$ cat src/common/lmq_pkg.sv
// constants, offsets and layouts for the legacy mmio queue register bank
// assumes a 32-bit word-aligned register port driven by driver software
package lmq_pkg;
  localparam logic [11:0] OFS_MAGIC      = 12'h000;
  localparam logic [11:0] OFS_REVISION   = 12'h004;
  localparam logic [11:0] OFS_KIND       = 12'h008;
  localparam logic [11:0] OFS_MAKER      = 12'h00c;
  localparam logic [11:0] OFS_OFFER      = 12'h010;
  localparam logic [11:0] OFS_OFFER_WIN  = 12'h014;
  localparam logic [11:0] OFS_ACCEPT     = 12'h020;
  localparam logic [11:0] OFS_ACCEPT_WIN = 12'h024;
  localparam logic [11:0] OFS_GRANULE    = 12'h028;
  localparam logic [11:0] OFS_RING_PICK  = 12'h030;
  localparam logic [11:0] OFS_DEPTH_LIM  = 12'h034;
  localparam logic [11:0] OFS_DEPTH      = 12'h038;
  localparam logic [11:0] OFS_BOUNDARY   = 12'h03c;
  localparam logic [11:0] OFS_PAGE_NUM   = 12'h040;
  localparam logic [11:0] OFS_PENDING    = 12'h060;
  localparam logic [11:0] OFS_CLEAR      = 12'h064;
  localparam logic [11:0] OFS_STATUS     = 12'h070;
  // fixed identity words
  localparam logic [31:0] MAGIC_WORD     = 32'h5c3a91e6; // arbitrary value
  localparam logic [31:0] LEGACY_REV     = 32'h0000000b; // arbitrary value
  // pending-event field layout
  localparam int          EVT_USED_BIT   = 0;
  localparam int          EVT_CFG_BIT    = 1;
  localparam int          EVT_W          = 2;
  // reset values
  localparam logic [31:0] GRANULE_RST    = 32'h00001000;
  localparam logic [31:0] BOUNDARY_RST   = 32'h00001000;
  localparam logic [31:0] ZERO_WORD      = 32'h00000000;
endpackage : lmq_pkg

$ cat src/rtl/lmq_ring_slots.sv
`timescale 1ns/1ps
// per-ring storage: depth, boundary and page number for each ring
// assumes the bank decodes writes and gives the picked ring index
module lmq_ring_slots
  import lmq_pkg::*;
#(
  parameter int RINGS = 4,
  parameter int IDX_W = 2
) (
  input  wire logic             clk,       // bank clock
  input  wire logic             rst,       // sync reset, active high
  input  wire logic [IDX_W-1:0] pick,      // ring in use by accesses
  input  wire logic             pick_ok,   // picked ring exists
  input  wire logic             wr_depth,  // depth write strobe
  input  wire logic             wr_bound,  // boundary write strobe
  input  wire logic             wr_page,   // page number write strobe
  input  wire logic             clr_pages, // clear every page number
  input  wire logic [31:0]      wdata,     // write data
  input  wire logic [IDX_W-1:0] rd_idx,    // ring looked up for address
  output logic      [31:0]      page_rd,   // page number of picked ring
  output logic      [31:0]      depth_rd,  // depth of looked-up ring
  output logic      [31:0]      bound_rd,  // boundary of looked-up ring
  output logic      [31:0]      page_lk    // page of looked-up ring
);
  // refuse a ring count that the index cannot reach
  if (RINGS < 1 || RINGS > (1 << IDX_W)) begin : g_bad_rings
    $error("lmq_ring_slots: ring count does not fit the index");
  end

  logic [31:0] depth_r [RINGS];
  logic [31:0] bound_r [RINGS];
  logic [31:0] page_r  [RINGS];

  // one slot per ring, written only when that ring is picked; clr_pages zeroes every page slot
  for (genvar g = 0; g < RINGS; g++) begin : g_slot
    always_ff @(posedge clk) begin
      if (rst || clr_pages) begin
        page_r[g] <= ZERO_WORD;
      end else if (wr_page && pick_ok && pick == IDX_W'(g)) begin
        page_r[g] <= wdata;
      end
    end
    always_ff @(posedge clk) begin
      if (rst) begin
        depth_r[g] <= ZERO_WORD;
        bound_r[g] <= BOUNDARY_RST;
      end else if (pick_ok && pick == IDX_W'(g)) begin
        if (wr_depth) depth_r[g] <= wdata;
        if (wr_bound) bound_r[g] <= wdata;
      end
    end
  end

  // read-back of the picked ring and lookup for the address unit
  always_comb begin
    page_rd  = pick_ok ? page_r[pick] : ZERO_WORD;
    depth_rd = depth_r[rd_idx];
    bound_rd = bound_r[rd_idx];
    page_lk  = page_r[rd_idx];
  end
endmodule // lmq_ring_slots

$ cat src/rtl/lmq_bank.sv
`timescale 1ns/1ps
// legacy page-addressed register bank with interrupt line
// assumes single-cycle 32-bit aligned accesses synchronous to clk
module lmq_bank
  import lmq_pkg::*;
#(
  parameter int          RINGS      = 4,
  parameter int          IDX_W      = 2,
  parameter int          FEAT_WORDS = 2,
  parameter logic [31:0] KIND_CODE  = 32'h00000002, // arbitrary value
  parameter logic [31:0] MAKER      = 32'h0000abcd, // arbitrary value
  parameter logic [31:0] DEPTH_MAX  = 32'h00000100
) (
  input  wire logic                  clk,         // bank clock
  input  wire logic                  rst,         // sync reset, active high
  input  wire logic                  reg_wr,      // write strobe, one cycle
  input  wire logic                  reg_rd,      // read strobe, one cycle
  input  wire logic [11:0]           reg_addr,    // byte offset
  input  wire logic [31:0]           reg_wdata,   // write data
  output logic      [31:0]           reg_rdata,   // read data, registered
  output logic                       reg_rvalid,  // read data valid pulse
  input  wire logic [FEAT_WORDS*32-1:0] offer_feats, // device feature set
  input  wire logic [EVT_W-1:0]      event_set,   // event pulses in
  input  wire logic [IDX_W-1:0]      addr_ring,   // ring for address query
  output logic      [63:0]           ring_addr,   // ring guest byte address
  output logic      [31:0]           ring_depth_o,// depth of that ring
  output logic      [31:0]           ring_bound_o,// boundary of that ring
  output logic      [FEAT_WORDS*32-1:0] accept_feats, // activated features
  output logic      [31:0]           status_o,    // driver progress flags
  output logic                       soft_reset,  // status-zero reset pulse
  output logic                       irq          // interrupt line
);
  // refuse parameter values that decode and storage cannot serve
  if (IDX_W < 1 || RINGS < 1 || RINGS > (1 << IDX_W)) begin : g_bad_rings
    $error("lmq_bank: ring count does not fit the index");
  end
  // the offered word is picked by five selector bits
  if (FEAT_WORDS < 1 || FEAT_WORDS > 32) begin : g_bad_feats
    $error("lmq_bank: feature word count out of range");
  end

  logic [31:0]           offer_win_r;
  logic [31:0]           accept_win_r;
  logic [31:0]           granule_r;
  logic [31:0]           pick_r;
  logic [31:0]           status_r;
  logic [EVT_W-1:0]      pending_r;
  logic [FEAT_WORDS*32-1:0] accept_r;
  logic                  soft_reset_r;
  logic [31:0]           rdata_nxt;
  logic                  pick_ok;
  logic [31:0]           page_rd;
  logic [31:0]           page_lk;
  logic [31:0]           depth_rd;
  logic [31:0]           bound_rd;

  // decode a write strobe for one offset
  function automatic logic hit(input logic [11:0] a, input logic [11:0] o);
    return a == o;
  endfunction

  assign pick_ok = pick_r < 32'(RINGS);

  // offered capability word selector
  always_ff @(posedge clk) begin
    if (rst) begin
      offer_win_r <= ZERO_WORD;
    end else if (reg_wr && hit(reg_addr, OFS_OFFER_WIN)) begin
      offer_win_r <= reg_wdata;
    end
  end

  // accepted capability word selector
  always_ff @(posedge clk) begin
    if (rst) begin
      accept_win_r <= ZERO_WORD;
    end else if (reg_wr && hit(reg_addr, OFS_ACCEPT_WIN)) begin
      accept_win_r <= reg_wdata;
    end
  end

  // page granule used to scale ring page numbers
  always_ff @(posedge clk) begin
    if (rst) begin
      granule_r <= GRANULE_RST;
    end else if (reg_wr && hit(reg_addr, OFS_GRANULE)) begin
      granule_r <= reg_wdata;
    end
  end

  // ring pick; later ring accesses follow it
  always_ff @(posedge clk) begin
    if (rst) begin
      pick_r <= ZERO_WORD;
    end else if (reg_wr && hit(reg_addr, OFS_RING_PICK)) begin
      pick_r <= reg_wdata;
    end
  end

  // accepted capability words, one per selector value
  for (genvar w = 0; w < FEAT_WORDS; w++) begin : g_acc
    always_ff @(posedge clk) begin
      if (rst) begin
        accept_r[w*32 +: 32] <= ZERO_WORD;
      end else if (reg_wr && hit(reg_addr, OFS_ACCEPT) &&
                   accept_win_r == 32'(w)) begin
        accept_r[w*32 +: 32] <= reg_wdata;
      end
    end
  end

  // status register; zero write gives a one-cycle device reset
  always_ff @(posedge clk) begin
    if (rst) begin
      status_r     <= ZERO_WORD;
      soft_reset_r <= 1'b0;
    end else begin
      soft_reset_r <= 1'b0;
      if (reg_wr && hit(reg_addr, OFS_STATUS)) begin
        if (reg_wdata == ZERO_WORD) begin
          status_r     <= ZERO_WORD;
          soft_reset_r <= 1'b1;
        end else begin
          status_r <= status_r | reg_wdata;
        end
      end
    end
  end

  // sticky pending flags; a new event wins over the clear
  always_ff @(posedge clk) begin
    if (rst) begin
      pending_r <= '0;
    end else if (reg_wr && hit(reg_addr, OFS_CLEAR)) begin
      pending_r <= (pending_r & ~reg_wdata[EVT_W-1:0]) | event_set;
    end else begin
      pending_r <= pending_r | event_set;
    end
  end

  // line follows flags, so it drops the cycle after the last clear
  assign irq = |pending_r;

  lmq_ring_slots #(
    .RINGS (RINGS),
    .IDX_W (IDX_W)
  ) u_slots (
    .clk       (clk),
    .rst       (rst),
    .pick      (pick_r[IDX_W-1:0]),
    .pick_ok   (pick_ok),
    .wr_depth  (reg_wr && hit(reg_addr, OFS_DEPTH)),
    .wr_bound  (reg_wr && hit(reg_addr, OFS_BOUNDARY)),
    .wr_page   (reg_wr && hit(reg_addr, OFS_PAGE_NUM)),
    .clr_pages (soft_reset_r),
    .wdata     (reg_wdata),
    .rd_idx    (addr_ring),
    .page_rd   (page_rd),
    .depth_rd  (depth_rd),
    .bound_rd  (bound_rd),
    .page_lk   (page_lk)
  );

  // read mux; write-only and unmapped offsets read zero
  always_comb begin
    rdata_nxt = ZERO_WORD;
    case (reg_addr)
      OFS_MAGIC:     rdata_nxt = MAGIC_WORD;
      OFS_REVISION:  rdata_nxt = LEGACY_REV;
      OFS_KIND:      rdata_nxt = KIND_CODE;
      OFS_MAKER:     rdata_nxt = MAKER;
      OFS_OFFER: begin
        if (offer_win_r < 32'(FEAT_WORDS)) begin
          rdata_nxt = offer_feats[offer_win_r[4:0]*32 +: 32];
        end
      end
      OFS_DEPTH_LIM: rdata_nxt = pick_ok ? DEPTH_MAX : ZERO_WORD;
      OFS_PAGE_NUM:  rdata_nxt = page_rd;
      OFS_PENDING:   rdata_nxt = {{(32-EVT_W){1'b0}}, pending_r};
      OFS_STATUS:    rdata_nxt = status_r;
      default:       rdata_nxt = ZERO_WORD;
    endcase
  end

  // registered read answer, one cycle after the strobe
  always_ff @(posedge clk) begin
    if (rst) begin
      reg_rdata  <= ZERO_WORD;
      reg_rvalid <= 1'b0;
    end else begin
      reg_rvalid <= reg_rd;
      if (reg_rd) reg_rdata <= rdata_nxt;
    end
  end

  // guest byte address, depth and boundary of the looked-up ring
  always_ff @(posedge clk) begin
    if (rst) begin
      ring_addr    <= 64'h0;
      ring_depth_o <= ZERO_WORD;
      ring_bound_o <= BOUNDARY_RST;
    end else begin
      ring_addr    <= 64'(page_lk) * 64'(granule_r);
      ring_depth_o <= depth_rd;
      ring_bound_o <= bound_rd;
    end
  end

  assign accept_feats = accept_r;
  assign status_o     = status_r;
  assign soft_reset   = soft_reset_r;
endmodule // lmq_bank

$ cat config.mk
export PLATFORM = sky130hd
export DESIGN_NAME = lmq_bank
export DESIGN_NICKNAME = d
export VERILOG_FILES = /design/src/common/lmq_pkg.sv /design/src/rtl/lmq_ring_slots.sv /design/src/rtl/lmq_bank.sv
export SDC_FILE = /design/constraint.sdc
export NUM_CORES = 2
export LEC_CHECK = 0
export ABC_AREA = 1
export ABC_CLOCK_PERIOD_IN_PS = 8550
export BUFFER_PORTS_ARGS = -buffer_cell sky130_fd_sc_hd__buf_2
export CAP_MARGIN = 20
export CORE_ASPECT_RATIO = 0.6
export CORE_UTILIZATION = 30
export CTS_BUF_LIST = sky130_fd_sc_hd__clkbuf_8
export DETAILED_ROUTE_END_ITERATION = 12
export PLACE_DENSITY = 0.5
export REMOVE_ABC_BUFFERS = 1
export SYNTH_ARGS = -nofsm -noshare
export SYNTH_HDL_FRONTEND = slang
export SYNTH_SLANG_ARGS = --single-unit
$ cat constraint.sdc
create_clock -name clk -period 8.55 [get_ports clk]
set_input_delay 2.1375 -clock clk [delete_from_list [all_inputs] [get_ports clk]]
set_output_delay 2.1375 -clock clk [all_outputs]
set_load 0.05 [all_outputs]
==> qor.csv <==
stage,metric,value,unit
final_layout,final_cell_mix,"1470 x nor2_1, 1285 x inv_1, 1211 x nand2_1",
grt,grt.overflow.total,0,
drt,drc,0,
place,dp_hpwl,214000,um
final_layout,drive_gt1_share,18.9,%
grt,antenna_found_initial,16,
critical_path,worst_setup_path_end_kind,register,
yosys,synth_async_sr_flop_share,0,%
yosys,synth_largest_area_cell,fa_1,
yosys,synth-seq-cells,774,
timing,hold_slack,459,ps
min_path,hold_depth,2,
yosys,netlist.area_leader.share,27.6,%
floorplanning,die_w,603,um
cts,cts.sinks,774,
place,gp_congestion,1.04,
grt,grt_pass1_wl,400000,um
timing,final_hold_viol_count,0,
critical_path,path_max_fanout,9,
drt,drt_iter0_markers,6389,
critical_path,cp.required,9370,ps
critical_path,reg2reg_slack,910,ps
yosys,seq_area_frac_synth,29.7,%
pwr,p_leak,37.1,nW
cts,cts_buffers,138,
floorplanning,rows,132,
critical_path,cp-startpoint,addr_ring[1],
timing,fmax,118,MHz
critical_path,crit_slowest_cell,fa_2,
grt,grt_max_degree,94,
flow_run,cap_violations,0,
grt,grt_pass1_vias,55900,
yosys,synth_edf_count,384,
yosys,synth_cell_types,42,
cts,clock_path_buffers,4,
critical_path,rr_startpoint,granule_r[14],
yosys,ys_warn_count,0,
run_status,status,"complete, no violations",
min_path,worstHoldEndpoint,status_o[5],
timing,final.min_clock_period,8460,ps
drt,first_pass_iters,6,
cts,clock_latency,920,ps
floorplanning,dieHeight,363,um
yosys,synth.avg_cell_area,8.33,um^2
pwr,swShare,30.1,%
floorplanning,io_pins,375,
cts,clk_pin_slew,60,ps
yosys,synth_ff_type,dfxtp_1,
cts,cts_htree_levels,4,
floorplanning,dieArea,219000,um^2
drt,wire_per_inst,24.3,um
yosys,synth_cells,7817,
timing,finalSetupViolations,0,
min_path,hold_path.class,register to register,
drt,routed-via-count,57300,
drt,via_per_inst,4.95,
floorplanning,start_util,30.2,%
timing,slew_headroom,25.1,%
floorplanning,coreArea,216000,um^2
pwr,share_comb_of_total_power,16.1,%
yosys,synthesis.area,65100,um^2
pwr,intPower,6.33,mW
critical_path,critPathArrivalTime,9280,ps
pwr,max-vdd-ir-drop,0.000104,V
place,io_buffer_count,374,
pwr,seqPwrFrac,44.3,%
timing,tns,0,ps
critical_path,startpoint_type,input port,
critical_path,rr_endpoint,ring_addr[25],
timing,fin_worst_skew,113,ps
timing,rsz0062_at_grt,true,
yosys,ys_top_cells_by_area,"fa_1 28%, edfxtp_1 18%, dfxtp_1 12%",
critical_path,r2r.worst_path.cells,23,
final_layout,syn_to_final_growth,21.9,%
pwr,power.density,114,nW/um^2
timing,period_share,99.0,%
cts,hold_buffers,0,
critical_path,slowest_delay,620,ps
final_layout,nFillCells,22500,
grt,grtUsageTotal,25.2,%
drt,antenna_left,0,
final_layout,nets,9848,
drt,drt_wl_total,280000,um
pwr,p_sw,2.72,mW
critical_path,crit_type,input port to register,
timing,drv_slew,0,
cts,cts_tree,yes,
critical_path,crit_top_cell,nand2_1,
timing,tightest_slew,1120,ps
cts,root_buffer,clkbuf_8,
final_layout,final_common_cell,nor2_1,
min_path,hold_start,status_o[5],
pwr,p_clk_share,39.6,%
==> cell usage after synthesis, types with 12 or more instances <==
cell type	instances
o21ai_0	447
nor2_1	1525
nand2_1	1289
buf_1	17
ha_1	263
nand3_1	196
a21oi_1	431
clkinv_1	44
edfxtp_1	384
buf_6	12
nor2_2	55
mux2i_1	26
dfxtp_1	390
inv_1	1274
clkbuf_1	294
nor4_1	14
fa_1	896
o211ai_1	18
nand4_1	35
nor3_1	17
buf_2	118
==> per-layer routing <==
| metal | wire, um | track usage (%) |
|---|---|---|
| met5 | 1080 | 1.25 |
| met4 | 5780 | 4.96 |
| met3 | 36800 | 9.31 |
| met2 | 107000 | 33.4 |
| met1 | 130000 | 38.2 |
==> worst max-delay path by stage <==
stage	to	slack, ps	cells after the start
floorplan	ring_addr[57]	-1980	29
global placement	ring_addr[33]	-1520	31
detailed placement	ring_addr[33]	-1540	31
CTS	ring_addr[59]	0.3	29
global route	ring_addr[34]	-30	34
finish	ring_addr[48]	90	32
==> critical path: cells and delay by family <==
family / cells / cell delay (ps)
AOI/OAI and AO/OA: 4 / 650
adders and majority gates: 9 / 4300
buffers and inverters: 9 / 1110
and+or+nand+nor: 10 / 1040
==> timing repair <==
item                                    4_1_cts  5_1_grt
pin swaps                                     2      152
cloned                                        1       13
endpoints found under the hold margin         0        0
setup buffers                                 3       44
endpoints found under the setup margin       39       47
resized for setup                            72      394
==> state kept, by name, summed over array words and instances (netlist names), 64 cells and up, named ones only <==
register         count
u_slots.bound_r    128
accept_feats        64
u_slots.page_r     128
ring_addr           64
u_slots.depth_r    128
==> layout make-up <==
class                           count  area [um^2]  share of cell area (%)
Multi-Input combinational cell   5276        40200                    50.6
Sequential cell                   774        19300                    24.4
Timing Repair Buffer             1055         8430                    10.6
Tap cell                         2881         3600                    4.54
Inverter                         1326         5040                    6.36
Timing Repair inverter              2         22.5                  0.0284
Clock inverter                     74          453                   0.571
Clock buffer                      164         2260                    2.84
Antenna cell                        6         15.0                  0.0189
==> cells by family after synthesis <==
logic type	Yosys count	synth area share, %
adder cells (fa/ha/maj)	1159	32.6
flip-flops	774	29.7
XOR/XNOR	6	0.0808
multiplexers	32	0.504
AO/OA/AOI/OAI	914	7.16
buffers and inverters	1767	10.6
AND/OR/NAND/NOR	3165	19.4
==> metrics by stage <==
step | util, % | instances | setup WS, ps | total power, mW | instance area (um^2)
floorplan | - | 7376 | -1980 | 4.60 | 63200
global placement | 34.4 | 11300 | -1520 | 5.37 | 74200
detailed placement | 34.4 | 11300 | -1540 | 5.37 | 74200
CTS | 35.8 | 11500 | 0.301 | 8.98 | 77200
global route | 36.8 | 11600 | -25.4 | 9.34 | 79300
finish | 36.8 | 11600 | 88.1 | 9.05 | 79400
==> power groups by stage <==
stage / combinational, mW / clock (mW) / sequential, mW
5_1_grt: 1.51 / 3.82 / 4.02
3_3_place_gp: 1.28 / 0 / 4.09
6_report: 1.46 / 3.58 / 4.01
4_1_cts: 1.30 / 3.67 / 4.01
2_1_floorplan: 0.410 / 0 / 4.19
3_5_place_dp: 1.27 / 0 / 4.09
No activity file was read; power rests on OpenSTA's default activity.
